### src/irsir_regs.vh
// constants for the infrared serial encoder/decoder
// assumes a 16x baud-rate enable pulse from the serial port's rate generator
`ifndef IRSIR_REGS_VH
`define IRSIR_REGS_VH
// ****************
// bit timing
// ****************
`define IRSIR_CLKS_PER_BIT 5'd16
`define IRSIR_ZERO_LOW_HEAD 5'd7
`define IRSIR_ZERO_HIGH_LEN 5'd3
`define IRSIR_ZERO_LOW_TAIL 5'd6
`define IRSIR_PULSE_START 4'h7
`define IRSIR_PULSE_END 4'h9
`define IRSIR_PHASE_LAST 4'hF
// ****************
// buffering
// ****************
`define IRSIR_FIFO_DEPTH 16
`define IRSIR_FIFO_AW 4
`endif

### src/irsir_endec.v
// infrared serial encoder/decoder between serial_port_zero and an ir transceiver
// assumes i_baud_tick pulses once per baud-rate clock, 16 per bit, same i_clk domain
`timescale 1ns/1ps
`include "irsir_regs.vh"

// ****************
// fifo
// ****************
module irsir_fifo #(
  parameter WIDTH = 1,
  parameter DEPTH = `IRSIR_FIFO_DEPTH,
  parameter AW = `IRSIR_FIFO_AW
) (
  // clock and reset
  input wire i_clk,
  input wire i_srst,
  // fill side
  input wire i_in_valid,
  output wire o_in_ready,
  input wire [WIDTH-1:0] i_in_data,
  // drain side
  output wire o_out_valid,
  input wire i_out_ready,
  output wire [WIDTH-1:0] o_out_data
);
  reg [WIDTH-1:0] mem [0:DEPTH-1];
  reg [AW:0] wr_ptr;
  reg [AW:0] rd_ptr;
  // full when the pointers differ only in the wrap bit
  wire full = (wr_ptr[AW] != rd_ptr[AW]) && (wr_ptr[AW-1:0] == rd_ptr[AW-1:0]);
  wire empty = (wr_ptr == rd_ptr);
  wire push = i_in_valid && !full;
  wire pop = !empty && i_out_ready;
  // pointers step by one; the increment is widened on purpose
  wire [AW:0] next_wr_ptr = wr_ptr + {{AW{1'b0}}, push};
  wire [AW:0] next_rd_ptr = rd_ptr + {{AW{1'b0}}, pop};
  wire next_full = (next_wr_ptr[AW] != next_rd_ptr[AW]) && (next_wr_ptr[AW-1:0] == next_rd_ptr[AW-1:0]);
  reg in_ready;
  assign o_in_ready = in_ready;
  assign o_out_valid = !empty;
  assign o_out_data = mem[rd_ptr[AW-1:0]];
  always @(posedge i_clk) begin
    if (push) begin
      mem[wr_ptr[AW-1:0]] <= i_in_data;
    end
  end
  always @(posedge i_clk) begin
    if (i_srst) begin
      wr_ptr <= {(AW+1){1'b0}};
      rd_ptr <= {(AW+1){1'b0}};
      in_ready <= 1'b1;
    end else begin
      wr_ptr <= next_wr_ptr;
      rd_ptr <= next_rd_ptr;
      // ready comes from a flop so the port never glitches
      in_ready <= !next_full;
    end
  end
endmodule

// ****************
// encoder/decoder
// ****************
module irsir_endec (
  // clock and reset
  input wire i_clk,
  input wire i_srst,
  // baud-rate clock as a pulse
  input wire i_baud_tick,
  // serial port side
  input wire i_tx_valid,
  output wire o_tx_ready,
  input wire i_tx_bit,
  output reg o_rx_serial,
  input wire i_infrared_receive_enable,
  // transceiver side
  output reg o_infrared_drive_out,
  input wire i_infrared_sense_in
);
  localparam ST_IDLE = 2'b01;
  localparam ST_SEND = 2'b10;
  reg [1:0] state;
  reg [3:0] tx_phase;
  reg tx_cur;
  reg [3:0] rx_phase;
  reg rx_seen_pulse;
  reg rx_active;
  reg sync1;
  reg sync2;
  reg sync3;
  reg sense;
  wire fifo_valid;
  wire fifo_bit;
  // half duplex: queued bits wait while the decoder listens
  wire fifo_pop = (state == ST_IDLE) && fifo_valid && !i_infrared_receive_enable;
  // pulse slice of a zero bit, clocks 7..9 of 16
  wire tx_in_pulse = !tx_cur && (tx_phase >= `IRSIR_PULSE_START) && (tx_phase <= `IRSIR_PULSE_END);
  irsir_fifo #(
    .WIDTH(1),
    .DEPTH(`IRSIR_FIFO_DEPTH),
    .AW(`IRSIR_FIFO_AW)
  ) u_fifo (
    .i_clk(i_clk),
    .i_srst(i_srst),
    .i_in_valid(i_tx_valid),
    .o_in_ready(o_tx_ready),
    .i_in_data(i_tx_bit),
    .o_out_valid(fifo_valid),
    .i_out_ready(fifo_pop),
    .o_out_data(fifo_bit)
  );
  // ****************
  // transmit
  // ****************
  // the next bit leaves the fifo once idle and waits in ST_SEND for a tick, so the 16-clock frame stays aligned
  always @(posedge i_clk) begin
    if (i_srst) begin
      state <= ST_IDLE;
      tx_phase <= 4'h0;
      tx_cur <= 1'b1;
      o_infrared_drive_out <= 1'b0;
    end else begin
      case (state)
        ST_IDLE: begin
          // one idle cycle between bits to pop the next one
          o_infrared_drive_out <= 1'b0;
          tx_phase <= 4'h0;
          if (fifo_pop) begin
            tx_cur <= fifo_bit;
            state <= ST_SEND;
          end
        end
        ST_SEND: begin
          if (i_baud_tick) begin
            // drive only moves on a tick, so every slice is whole ticks
            // a one stays dark; a zero lights only in its pulse slice
            o_infrared_drive_out <= tx_in_pulse;
            tx_phase <= tx_phase + 4'h1;
            if (tx_phase == `IRSIR_PHASE_LAST) begin
              state <= ST_IDLE;
            end
          end
        end
        default: begin
          state <= ST_IDLE;
        end
      endcase
    end
  end
  // ****************
  // receive
  // ****************
  // three stages; a change counts once stages two and three agree
  // stages start high, the idle level, so no false pulse follows reset
  always @(posedge i_clk) begin
    if (i_srst) begin
      sync1 <= 1'b1;
      sync2 <= 1'b1;
      sync3 <= 1'b1;
      sense <= 1'b1;
    end else begin
      sync1 <= i_infrared_sense_in;
      sync2 <= sync1;
      sync3 <= sync2;
      if (sync2 == sync3) begin
        sense <= sync3;
      end
    end
  end
  // a bit slot opens at the first low pulse, then runs 16 clocks
  // limitation: the decoded bit lags the air by the pulse offset of 7 ticks plus the synchronizer delay
  always @(posedge i_clk) begin
    if (i_srst) begin
      rx_phase <= 4'h0;
      rx_seen_pulse <= 1'b0;
      rx_active <= 1'b0;
      o_rx_serial <= 1'b1;
    end else if (!i_infrared_receive_enable) begin
      // decoder off: the serial line idles at one
      rx_phase <= 4'h0;
      rx_seen_pulse <= 1'b0;
      rx_active <= 1'b0;
      o_rx_serial <= 1'b1;
    end else if (i_baud_tick) begin
      if (!rx_active) begin
        if (!sense) begin
          rx_active <= 1'b1;
          rx_phase <= 4'h1;
          o_rx_serial <= 1'b0;
        end
      end else if (rx_phase == 4'h0) begin
        // sixteen ticks done; a pulse on the boundary or seen early opens the next zero
        rx_seen_pulse <= 1'b0;
        if (rx_seen_pulse || !sense) begin
          rx_phase <= 4'h1;
          o_rx_serial <= 1'b0;
        end else begin
          rx_active <= 1'b0;
          o_rx_serial <= 1'b1;
        end
      end else begin
        rx_phase <= rx_phase + 4'h1;
        // a transmitter running a little fast shows its next pulse before the boundary
        if (!sense && rx_phase > `IRSIR_PULSE_END) begin
          rx_seen_pulse <= 1'b1;
        end
      end
    end
  end
endmodule

### config.mk
export PLATFORM = sky130hd
export DESIGN_NAME = irsir_endec
export DESIGN_NICKNAME = d
export VERILOG_FILES = /design/src/irsir_endec.v
export VERILOG_INCLUDE_DIRS = /design/src
export SDC_FILE = /design/constraint.sdc
export NUM_CORES = 1
export LEC_CHECK = 0
export ABC_CLOCK_PERIOD_IN_PS = 2600
export BUFFER_PORTS_ARGS = -buffer_cell sky130_fd_sc_hd__buf_2
export CAP_MARGIN = 25
export CORE_ASPECT_RATIO = 1.4
export CORE_UTILIZATION = 60
export DETAILED_ROUTE_END_ITERATION = 10
export GPL_TIMING_DRIVEN = 1
export HOLD_SLACK_MARGIN = 0.05
export MAX_ROUTING_LAYER = met4
export PLACE_DENSITY = 0.78
export SYNTH_ARGS = -nofsm -noshare
export SYNTH_HDL_FRONTEND = slang
export SYNTH_SLANG_ARGS = --single-unit
### constraint.sdc
create_clock -name i_clk -period 2.6 [get_ports i_clk]
set_input_delay 0.26 -clock i_clk [delete_from_list [all_inputs] [get_ports i_clk]]
set_output_delay 0.26 -clock i_clk [all_outputs]
set_load 0.02 [all_outputs]
Word-level counts from Yosys, hierarchy flattened --
Memories as Yosys holds them, arrays and structs flattened. A register that Yosys moved wholly into a read port is not among the register bits. Cells that the tools add are included.
Cells by class: $add $sub $neg 4, $lt $le $gt $ge 3, equal/unequal tests 15, multiplexer cells 24, bitwise logic cells 1, reduce and logical (&&, ||, !) cells 26
Operator list (number):
- 4-bit two-way mux | 5
- 1-bit two-way mux | 13
- 3-bit AND reduction | 4
- 5-bit by 1-bit adder with 5-bit output | 2
- 1-bit logical AND | 9
- 4-bit by 1-bit adder with 4-bit output (second input constant) | 2
- 4-bit == test | 2
- 4-bit one-hot mux with 2 select lines | 1
- 1-bit zero test | 6
- 2-bit two-way mux | 3
- 2-bit != test (second input constant) | 3
- 5-bit == test | 1
- 4-bit == test (second input constant) | 1
- 4-bit by 3-bit greater-or-equal comparator with 1-bit output (second input constant) | 1
- 4-bit greater-than comparator (second input constant) | 1
- 4-bit <= comparator (second input constant) | 1
- 4-bit zero test | 1
- 2-bit by 1-bit != test with 1-bit output (second input constant) | 2
- 2-bit one-hot mux with 2 select lines | 1
- 2-bit AND reduction | 2
- 2-bit nonzero test | 2
- 3-bit by 2-bit != test with 1-bit output (second input constant) | 1
- 2-bit by 1-bit == test with 1-bit output (second input constant) | 1
- 2-bit == test (second input constant) | 1
- 6 further kinds | 7
Word-level totals: bits in registers 29, RAM bits 16, output and inout port bits 3, memories 1
Memory list:
- u_fifo.mem | depth 16, width 1, read ports 1, clocked after memory_dff 1, wr ports 1, line irsir_endec.v:26 | reg [WIDTH-1:0] mem [0:DEPTH-1];

Longest topological paths before layout --
Gate-level depths: netlist of run 1.
word-level depth 9, gate-level depth with buffers 11, gate-level depth less buffers 10

Modules after synthesis --
Synthesis of run 1 repeated with hierarchy kept, for this count alone.
Unflattened totals: cell total of the unflattened synthesis 214, area, all modules 2298.5 um2
Modules (own cells, without submodules):
- irsir_fifo | instances 1, cells each 106, area an instance 1312.5 um2, sequential area each 700.7 um2
- irsir_endec | instances 1, cells each 108, area an instance 985.9 um2, sequential area each 380.4 um2

Worst setup path after synthesis of run 1 --
No wires, ideal clock.
kind reg-to-reg, start register u_fifo.rd_ptr[2], end register u_fifo.in_ready, in the netlist u_fifo.o_in_ready, data arrival time 1.913 ns, data required time 2.471 ns, setup slack 0.559 ns, stages on the path, launching flop included 12, buffers on the path 1, period minus slack after synthesis 2.041 ns, cell sequence dfxtp_1 -> buf_4 -> xnor2_1 -> nand4_1 -> o211ai_1 -> inv_1 -> ha_1 -> ha_1 -> nand3_1 -> xor2_1 -> xor2_1 -> nand4_1
On the way: word-level cells in the longest chain between the ends 9
RTL lines:
- from (decl) | line irsir_endec.v:28 | reg [AW:0] rd_ptr;
- from (signal assigned) | line irsir_endec.v:50 | rd_ptr <= {(AW+1){1'b0}};
- from (signal assigned) | line irsir_endec.v:54 | rd_ptr <= next_rd_ptr;
- 5-bit == test | line irsir_endec.v:31 | wire empty = (wr_ptr == rd_ptr);
- 1-bit zero test | line irsir_endec.v:33, irsir_endec.v:40
- 1-bit logical AND (2 in a row) | line irsir_endec.v:95 | wire fifo_pop = (state == ST_IDLE) && fifo_valid && !i_infrared_receive_enable;
- 1-bit logical AND | line irsir_endec.v:33 | wire pop = !empty && i_out_ready;
- 5-bit by 1-bit adder with 5-bit output | line irsir_endec.v:36 | wire [AW:0] next_rd_ptr = rd_ptr + {{AW{1'b0}}, pop};
- 4-bit == test / 1-bit != test (equally long branches) | line irsir_endec.v:37 | wire next_full = (next_wr_ptr[AW] != next_rd_ptr[AW]) && (next_wr_ptr[AW-1:0] == next_rd_ptr[AW-1:0]);
- 1-bit logical AND (*) | line irsir_endec.v:37
- 1-bit zero test (*) | line irsir_endec.v:56 | in_ready <= !next_full;
- to (signal assigned) | line irsir_endec.v:56
- to (decl) | line irsir_endec.v:38 | reg in_ready;
Mark *: on every way between the ends. The rest lies on a longest branch, timed or not. A chain may end at the register's enable or synchronous reset.

Worst setup path in the final report of run 1 --
start register u_fifo.wr_ptr[0], end register u_fifo.in_ready, in the netlist u_fifo.o_in_ready
On the way: word-level cells in the longest chain between the ends 9
RTL lines:
- from (decl) | line irsir_endec.v:27 | reg [AW:0] wr_ptr;
- from (signal assigned) | line irsir_endec.v:49 | wr_ptr <= {(AW+1){1'b0}};
- from (signal assigned) | line irsir_endec.v:53 | wr_ptr <= next_wr_ptr;
- 5-bit == test | line irsir_endec.v:31
- 1-bit zero test | line irsir_endec.v:33, irsir_endec.v:40
- 1-bit logical AND (2 in a row) | line irsir_endec.v:95
- 1-bit logical AND | line irsir_endec.v:33
- 5-bit by 1-bit adder with 5-bit output | line irsir_endec.v:36
- 4-bit == test / 1-bit != test (equally long branches) | line irsir_endec.v:37
- 1-bit logical AND (*) | line irsir_endec.v:37
- 1-bit zero test (*) | line irsir_endec.v:56
Marks and branches as above.

==> results of run 1 <==
## report_power, final
group	leakage, nW	total (mW)	switching, mW	internal [mW]
Combinational	0.425	0.160	0.0811	0.0789
Sequential	0.388	0.793	0.0273	0.766
Clock	0.0403	0.436	0.248	0.188
## metal layers
layer  up-vias  track usage, %  part of all wire (%)
met5         -               -                     0
met4         0           11.40                   2.4
met3         8           4.908                   3.1
met2        25           40.00                    54
met1       743           24.27                    41
li1        773               -                     -
## state kept, by name, indices dropped and copies added, names as in the netlist
signal	cells
o_rx_serial	1
rx_active	1
u_fifo.rd_ptr	5
tx_phase	4
state	2
u_fifo.o_in_ready	1
rx_phase	4
sync1	1
sense	1
u_fifo.wr_ptr	5
o_infrared_drive_out	1
tx_cur	1
u_fifo.mem	16
sync3	1
sync2	1
rx_seen_pulse	1
## worst paths after layout
check / slack [ns] / cells after the start / end
setup / recovery: 0.23 / 10 / u_fifo.o_in_ready
hold / removal: 0.13 / 2 / sync1
setup reg to reg: 0.23 / 10 / u_fifo.o_in_ready
hold reg to reg: 0.43 / 1 / sync2
## metrics by stage
step	setup WS [ns]	util, %	hold WS [ns]	cells
finish	0.2314	68.25	0.1311	265
global route	0.03958	68.25	0.1290	265
CTS	0.2307	68.25	0.1200	265
detailed placement	0.2760	65.66	0.4067	257
global placement	0.4294	65.66	0.3938	257
floorplan	0.5586	-	0.3316	217
## cells in the final DEF (no fill, tap or decap), types with 6 or more instances in the layout
| cell type | synthesis | routed |
|---|---|---|
| a21oi_1 | 11 | 11 |
| buf_2 | 0 | 9 |
| dfxtp_1 | 30 | 30 |
| edfxtp_1 | 16 | 16 |
| ha_1 | 10 | 10 |
| inv_1 | 9 | 9 |
| nand2_1 | 11 | 11 |
| nand3_1 | 11 | 11 |
| nor2_1 | 29 | 29 |
| nor2b_1 | 6 | 6 |
| o21ai_0 | 6 | 6 |
| xnor2_1 | 9 | 9 |
| xor2_1 | 8 | 8 |
## cell type report
| cell class | count | area [um2] | area share (%) |
|---|---|---|---|
| Sequential cell | 46 | 1081 | 45.62 |
| Inverter | 9 | 33.78 | 1.426 |
| Clock buffer | 5 | 68.82 | 2.904 |
| Multi-Input combinational cell | 151 | 1055 | 44.51 |
| Clock inverter | 3 | 21.27 | 0.8976 |
| Timing Repair Buffer | 11 | 60.06 | 2.534 |
| Tap cell | 40 | 50.05 | 2.112 |
## cells by family (layout without fill, tap and decap cells)
| logic type | Yosys count | in the layout | share of synthesized area (%) |
|---|---|---|---|
| and+or+nand+nor | 82 | 82 | 18.43 |
| buffers and inverters | 20 | 28 | 4.690 |
| adders and majority gates | 10 | 10 | 5.583 |
| DFF | 46 | 46 | 48.24 |
| AOI/OAI and AO/OA | 32 | 32 | 8.933 |
| xor gates and xnor gates | 17 | 17 | 6.645 |
| muxes | 10 | 10 | 7.482 |
==> reports/results.ini, run 1 <==
[die]
start_util_pct=64.54
coreArea_mm2=0.003472
die_area_mm2=0.003987
io_pins=10
die_h_um=74.31
row_count=25
fp.dieW_um=53.65

[global_route]
grt_pass1_vias=1436
grt_pass1_wl_um=6272
grt.overflow.total=0
grt_max_degree=24
antenna_found_initial=0
grt_usage_pct=23.17

[final_layout]
antenna_cells=0
nFillCells=295
area_growth_pct=5.751
nNetsFinal=241
final_area_mm2=0.002370
drive_gt1_share_pct=12.00

[clock_network]
htreeDepth=2
numCtsBuffers=5
cts_tree=built
post_cts_buffers=0
cts_root_buffer=clkbuf_8
cts_max_path_buffers=2
cts.sinks=46
holdBufCountCts=0
clk_pin_slew_worst_paths_ns=0.09
insertion_delay_ns=0.30
cts.repair.resized=0

[setup_path]
cp_num_buf_inv=1
cp_max_fo=9
path_cells=xnor2_1, nand4_1, o211ai_1, inv_1, ha_1, ha_1, nand3_1, xor2_1, xor2_1, nand4_1
rr_startpoint=u_fifo.wr_ptr[0]
startpoint_type=flop
arrival_ns=2.55
crit_family=XOR/XNOR gates
worst-setup-path-type=reg2reg
cp_slowest_cell=dfxtp_1
endpoint_kind=flop
crit_path_start=u_fifo.wr_ptr[0]
worstPathRequired_ns=2.78
max_stage_delay_ns=0.52

[drt]
vias_per_cell=5.845
wl_per_cell_um=14.57
drc_errors=0
antenna_left=0
dr.pass1.iters=4
vias=1549
drt_iter0_drc=44
drt_wl_total_um=3861

[timing]
rsz0062_at_grt=false
setup_viol=0
finalCriticalPeriod_ns=2.369
worst_clock_skew_ns=0.006407
finalCritPeriodShare_pct=91.10
drv_slew=0
clock.fmax_ghz=0.4222
maxSlewHeadroom_pct=69.49
tightest_slew_ns=0.4514
tns_ns=0
hold_viol_final=0

[logic_synthesis]
synth.area.top_cells=dfxtp_1, edfxtp_1, ha_1
synth_area_mm2=0.002241
syn_area_per_cell_um2=10.33
synthCells=217
synth-seq-cells=46
synth_edf_count=16
synth_top_area_share_pct=26.80
async_flop_share_pct=0
ys.flop_type=dfxtp_1
synth_commonest_cells=dfxtp_1, nor2_1, edfxtp_1
synth_area_leader_cell=dfxtp_1
yosysMostFrequentCell=dfxtp_1
ys_types=39
synth_seq_area_share_pct=48.24
synth_nets=234
yosysWarnings=0

[pwr]
p_total_mw=1.389
powerDensity_mw_per_mm2=586.1
peakVddDrop_mv=0.4734
p_leak_nw=0.8534

[placement]
numPortBuffers=9
place.gp.congestion=0.8166
hpwl_um=2816
placed_cell_area_mm2=0.002280

[min_path]
hp-class=in2reg
min_from=i_infrared_sense_in

[flow_run]
cap_viol_max_count=0

[status]
outcome=completed

(Power assumes the default switching activity.)
==> inputs of run 2 (changes only) <==
--- a/config.mk
+++ b/config.mk
@@ -15,7 +15,7 @@
 export GPL_TIMING_DRIVEN = 1
 export HOLD_SLACK_MARGIN = 0.05
 export MAX_ROUTING_LAYER = met4
-export PLACE_DENSITY = 0.78
+export PLACE_DENSITY = 0.88
 export SYNTH_ARGS = -nofsm -noshare
 export SYNTH_HDL_FRONTEND = slang
 export SYNTH_SLANG_ARGS = --single-unit
==> run 2 against run 1 <==
Combinational power rose by 6%. Flip-flop and latch count did not move. Cell area rose by 2.1%. Sequential power barely moved. Clock skew fell by 0.00052 ns. Largest power group unchanged.
==> reports/results.ini, run 2 (synthesis gave the netlist of run 1 again) <==
[drt]
drt_iter0_drc=43
drc_errors=0
vias_per_cell=5.808
dr.pass1.iters=4
drt_wl_total_um=4037
vias=1545
wl_per_cell_um=15.18
antenna_left=0

[clock_network]
cts_root_buffer=clkbuf_8
cts.sinks=46
cts.repair.resized=0
post_cts_buffers=0
holdBufCountCts=0
htreeDepth=2
insertion_delay_ns=0.29
cts_max_path_buffers=2
clk_pin_slew_worst_paths_ns=0.08
cts_tree=built
numCtsBuffers=5

[setup_path]
arrival_ns=2.57
worst-setup-path-type=reg2reg
cp_max_fo=9
startpoint_type=flop
worstPathRequired_ns=2.78
r2r_setup_slack_ns=0.21
endpoint_kind=flop

[final_layout]
final_common_cell=dfxtp_1
area.sequential_mm2=0.001081
nFillCells=268
final_util_pct=69.69
drive_gt1_share_pct=11.95
antenna_cells=0
final_cell_mix=dfxtp_1, nor2_1, edfxtp_1
finalNonFillerCells=266
largest_reg_flops=16
area_growth_pct=7.984
multi_input_area_mm2=0.001055
nNetsFinal=242

[timing]
rsz0062_at_grt=false
maxSlewHeadroom_pct=61.63
tightest_slew_ns=0.5675
setup_ws_ns=0.2083
tns_ns=0
finalCriticalPeriod_ns=2.392
setup_viol=0
finalCritPeriodShare_pct=91.99
worst_clock_skew_ns=0.005890
clock.fmax_ghz=0.4181
hold_viol_final=0
drv_slew=0

[flow_run]
cap_viol_max_count=0

[pwr]
switching_share_pct=22.27
peakVddDrop_mv=0.6861
power_switching_mw=0.3511
powerDensity_mw_per_mm2=651.5
p_seq_share_pct=50.3
p_leak_nw=0.8844
clkPwrFrac_pct=38.9
combinationalPowerShare_pct=10.8
internal_power_mw=1.225

[global_route]
antenna_found_initial=0
grt.overflow.total=0
grt_max_degree=24
grt_usage_pct=24.23
grt_pass1_vias=1540
grt_pass1_wl_um=6589

[die]
die_area_mm2=0.003987
io_pins=10
row_count=25
die_h_um=74.31
coreArea_mm2=0.003472
start_util_pct=64.54
fp.dieW_um=53.65

[min_path]
hp-class=in2reg

[placement]
hpwl_um=2835
numPortBuffers=9
dp.cells=258
place.gp.congestion=0.7994
pre_cts_ws_ns=0.2684

[status]
outcome=completed

run 2: worst paths after layout:
check | cells after the start | from | end
worst max-delay path | 10 | u_fifo.wr_ptr[0] | u_fifo.o_in_ready
worst min-delay path | 2 | i_infrared_sense_in | sync1
worst max register to register | 10 | u_fifo.wr_ptr[0] | u_fifo.o_in_ready
worst min register to register | 1 | sync1 | sync2
run 2: stage by stage:
stage,hold WS [ns],power [mW],cell area (um2)
global placement,0.4004,0.9665,2287
CTS,0.1409,1.590,2420
finish,0.1477,1.577,2420
floorplan,0.3316,0.9390,2241
detailed placement,0.4069,0.9737,2287
global route,0.1474,1.630,2420
run 2: critical path: stages, from the launching register on:
cell      delay (ns)
dfxtp_1         0.50
xnor2_1         0.20
nand4_1         0.19
o211ai_1        0.32
inv_1           0.09
ha_1            0.22
ha_1            0.21
nand3_1         0.10
xor2_1          0.21
xor2_1          0.16
nand4_1         0.08
run 2: layout make-up:
| cell class | instances | share of cell area, % |
|---|---|---|
| multi-input combinational | 151 | 43.59 |
| clock buffer | 5 | 2.844 |
| sequential | 46 | 44.67 |
| tap | 40 | 2.068 |
| inverter | 9 | 1.396 |
| timing repair buffer | 12 | 2.792 |
| clock inverter | 3 | 2.637 |
run 2: routing by layer:
metal	vias up	GRT usage (%)	share of wire, %
met1	736	23.02	39
li1	778	-	-
met5	-	-	0
met3	10	5.112	2.5
met2	21	44.44	56
met4	0	11.70	2.7
run 2: power by group through the flow:
stage	combinational [mW]	clock, mW	sequential, mW
floorplan	0.145	0	0.794
global placement	0.158	0	0.808
detailed placement	0.164	0	0.810
CTS	0.172	0.625	0.793
global route	0.185	0.649	0.797
finish	0.170	0.613	0.794
==> inputs of run 3 (changes only) <==
--- a/config.mk
+++ b/config.mk
@@ -6,7 +6,7 @@
 export SDC_FILE = /design/constraint.sdc
 export NUM_CORES = 1
 export LEC_CHECK = 0
-export ABC_CLOCK_PERIOD_IN_PS = 2600
+export ABC_CLOCK_PERIOD_IN_PS = 2550
 export BUFFER_PORTS_ARGS = -buffer_cell sky130_fd_sc_hd__buf_2
 export CAP_MARGIN = 25
 export CORE_ASPECT_RATIO = 1.4
==> constraint.sdc (replaced) <==
create_clock -name i_clk -period 2.55 [get_ports i_clk]
set_input_delay 0.255 -clock i_clk [delete_from_list [all_inputs] [get_ports i_clk]]
set_output_delay 0.255 -clock i_clk [all_outputs]
set_load 0.02 [all_outputs]
==> run 3 against run 2 <==
Clock power grew 4.9%. Cell count rose by 0.38%. Count of clock-buffer cells in the layout unchanged. Flip-flop and latch count unchanged. Hold slack about the same. Via count down 0.52%. Critical path depth unchanged. Cell area increased by 0.52%. Maximum frequency increased by 3.9%. Die area did not move. Non-clock buffer count rose by 1. Setup slack gained 0.041 ns. Critical endpoint unchanged. Largest cell class unchanged. Largest power group unchanged.
==> reports/results.ini, run 3 (synthesis gave the netlist of run 1 again) <==
[setup_path]
arrival_ns=2.48
path_cells=xnor2_1, nand4_1, o211ai_1, inv_1, ha_1, ha_1, nand3_1, xor2_1, xor2_1, nand4_1
worstPathRequired_ns=2.73
worst-setup-path-type=reg2reg
startpoint_type=flop
cp_num_buf_inv=1
endpoint_kind=flop
max_stage_delay_ns=0.53
crit_family=XOR/XNOR gates
cp_slowest_cell=dfxtp_1
cp_max_fo=10

[drt]
dr.pass1.iters=4
vias_per_cell=5.757
wl_per_cell_um=14.50
drt_wl_total_um=3871
vias=1537
antenna_left=0
drt_iter0_drc=32
drc_errors=0

[clock_network]
cts.sinks=46
cts_max_path_buffers=2
holdBufCountCts=0
clk_pin_slew_worst_paths_ns=0.08
cts_tree=built
numCtsBuffers=5
post_cts_buffers=0
cts.repair.resized=0
htreeDepth=2
insertion_delay_ns=0.30
cts_root_buffer=clkbuf_8

[final_layout]
final_common_cell=dfxtp_1
area_growth_pct=8.543
nFillCells=263
final_cell_mix=dfxtp_1, nor2_1, edfxtp_1
nNetsFinal=243
largest_reg_flops=16
area.sequential_mm2=0.001081
drive_gt1_share_pct=12.78
multi_input_area_mm2=0.001055
antenna_cells=0

[flow_run]
cap_viol_max_count=0

[timing]
drv_slew=0
rsz0062_at_grt=false
maxSlewHeadroom_pct=61.84
setup_viol=0
setup_ws_ns=0.2492
worst_clock_skew_ns=0.004624
finalCriticalPeriod_ns=2.301
clock.fmax_ghz=0.4346
tightest_slew_ns=0.5644
whs_ns=0.1475
finalCritPeriodShare_pct=90.23
hold_viol_final=0
tns_ns=0

[die]
fp.dieW_um=53.65
die_h_um=74.31
coreArea_mm2=0.003472
start_util_pct=64.54
io_pins=10
row_count=25
die_area_mm2=0.003987

[pwr]
powerDensity_mw_per_mm2=666.0
peakVddDrop_mv=0.5804
p_leak_nw=0.8923
p_total_mw=1.620

[global_route]
antenna_found_initial=0
grt_pass1_wl_um=6334
grt_usage_pct=23.13
grt_max_degree=24
grt.overflow.total=0
grt_pass1_vias=1450

[placement]
hpwl_um=2741
pre_cts_ws_ns=0.2547
numPortBuffers=9
place.gp.congestion=0.7651

[min_path]
hp-class=in2reg

[status]
outcome=completed

## run 3: cell types whose count changed in the layout (fill, tap and decap cells not counted), sizes merged
| cell | change |
|---|---|
| buf | +1 |
## run 3: metal layers
metal	share of wire (%)	GRT usage, %	vias to the layer above
met5	0	-	-
met1	42	23.90	732
met2	54	40.97	23
met4	1.5	8.772	0
li1	-	-	777
met3	2.9	5.726	5
## run 3: where the power goes
group	total, mW	internal, mW	leakage (nW)	switching (mW)
Combinational	0.175	0.0835	0.436	0.0920
Clock	0.643	0.392	0.0683	0.250
Sequential	0.802	0.781	0.388	0.0213
## run 3: worst paths after layout
check | from | endpoint | slack [ns] | cells after the start
worst min register to register | sync1 | sync2 | 0.42 | 1
worst min-delay path | i_infrared_sense_in | sync1 | 0.15 | 2
worst max-delay path | u_fifo.wr_ptr[1] | u_fifo.o_in_ready | 0.25 | 10
worst max register to register | u_fifo.wr_ptr[1] | u_fifo.o_in_ready | 0.25 | 10
## run 3: through the flow
step	utilization (%)	area, um2	instances
2_1_floorplan	-	2241	217
3_3_place_gp	66.09	2295	259
3_5_place_dp	66.09	2295	259
4_1_cts	70.05	2432	267
5_1_grt	70.05	2432	267
6_report	70.05	2432	267
## run 3: layout make-up
class                      count  area share, %
multi-input combinational    151          43.36
tap                           40          2.058
sequential                    46          44.44
clock buffer                   5          2.829
inverter                       9          1.389
timing repair buffer          13          3.086
clock inverter                 3          2.829
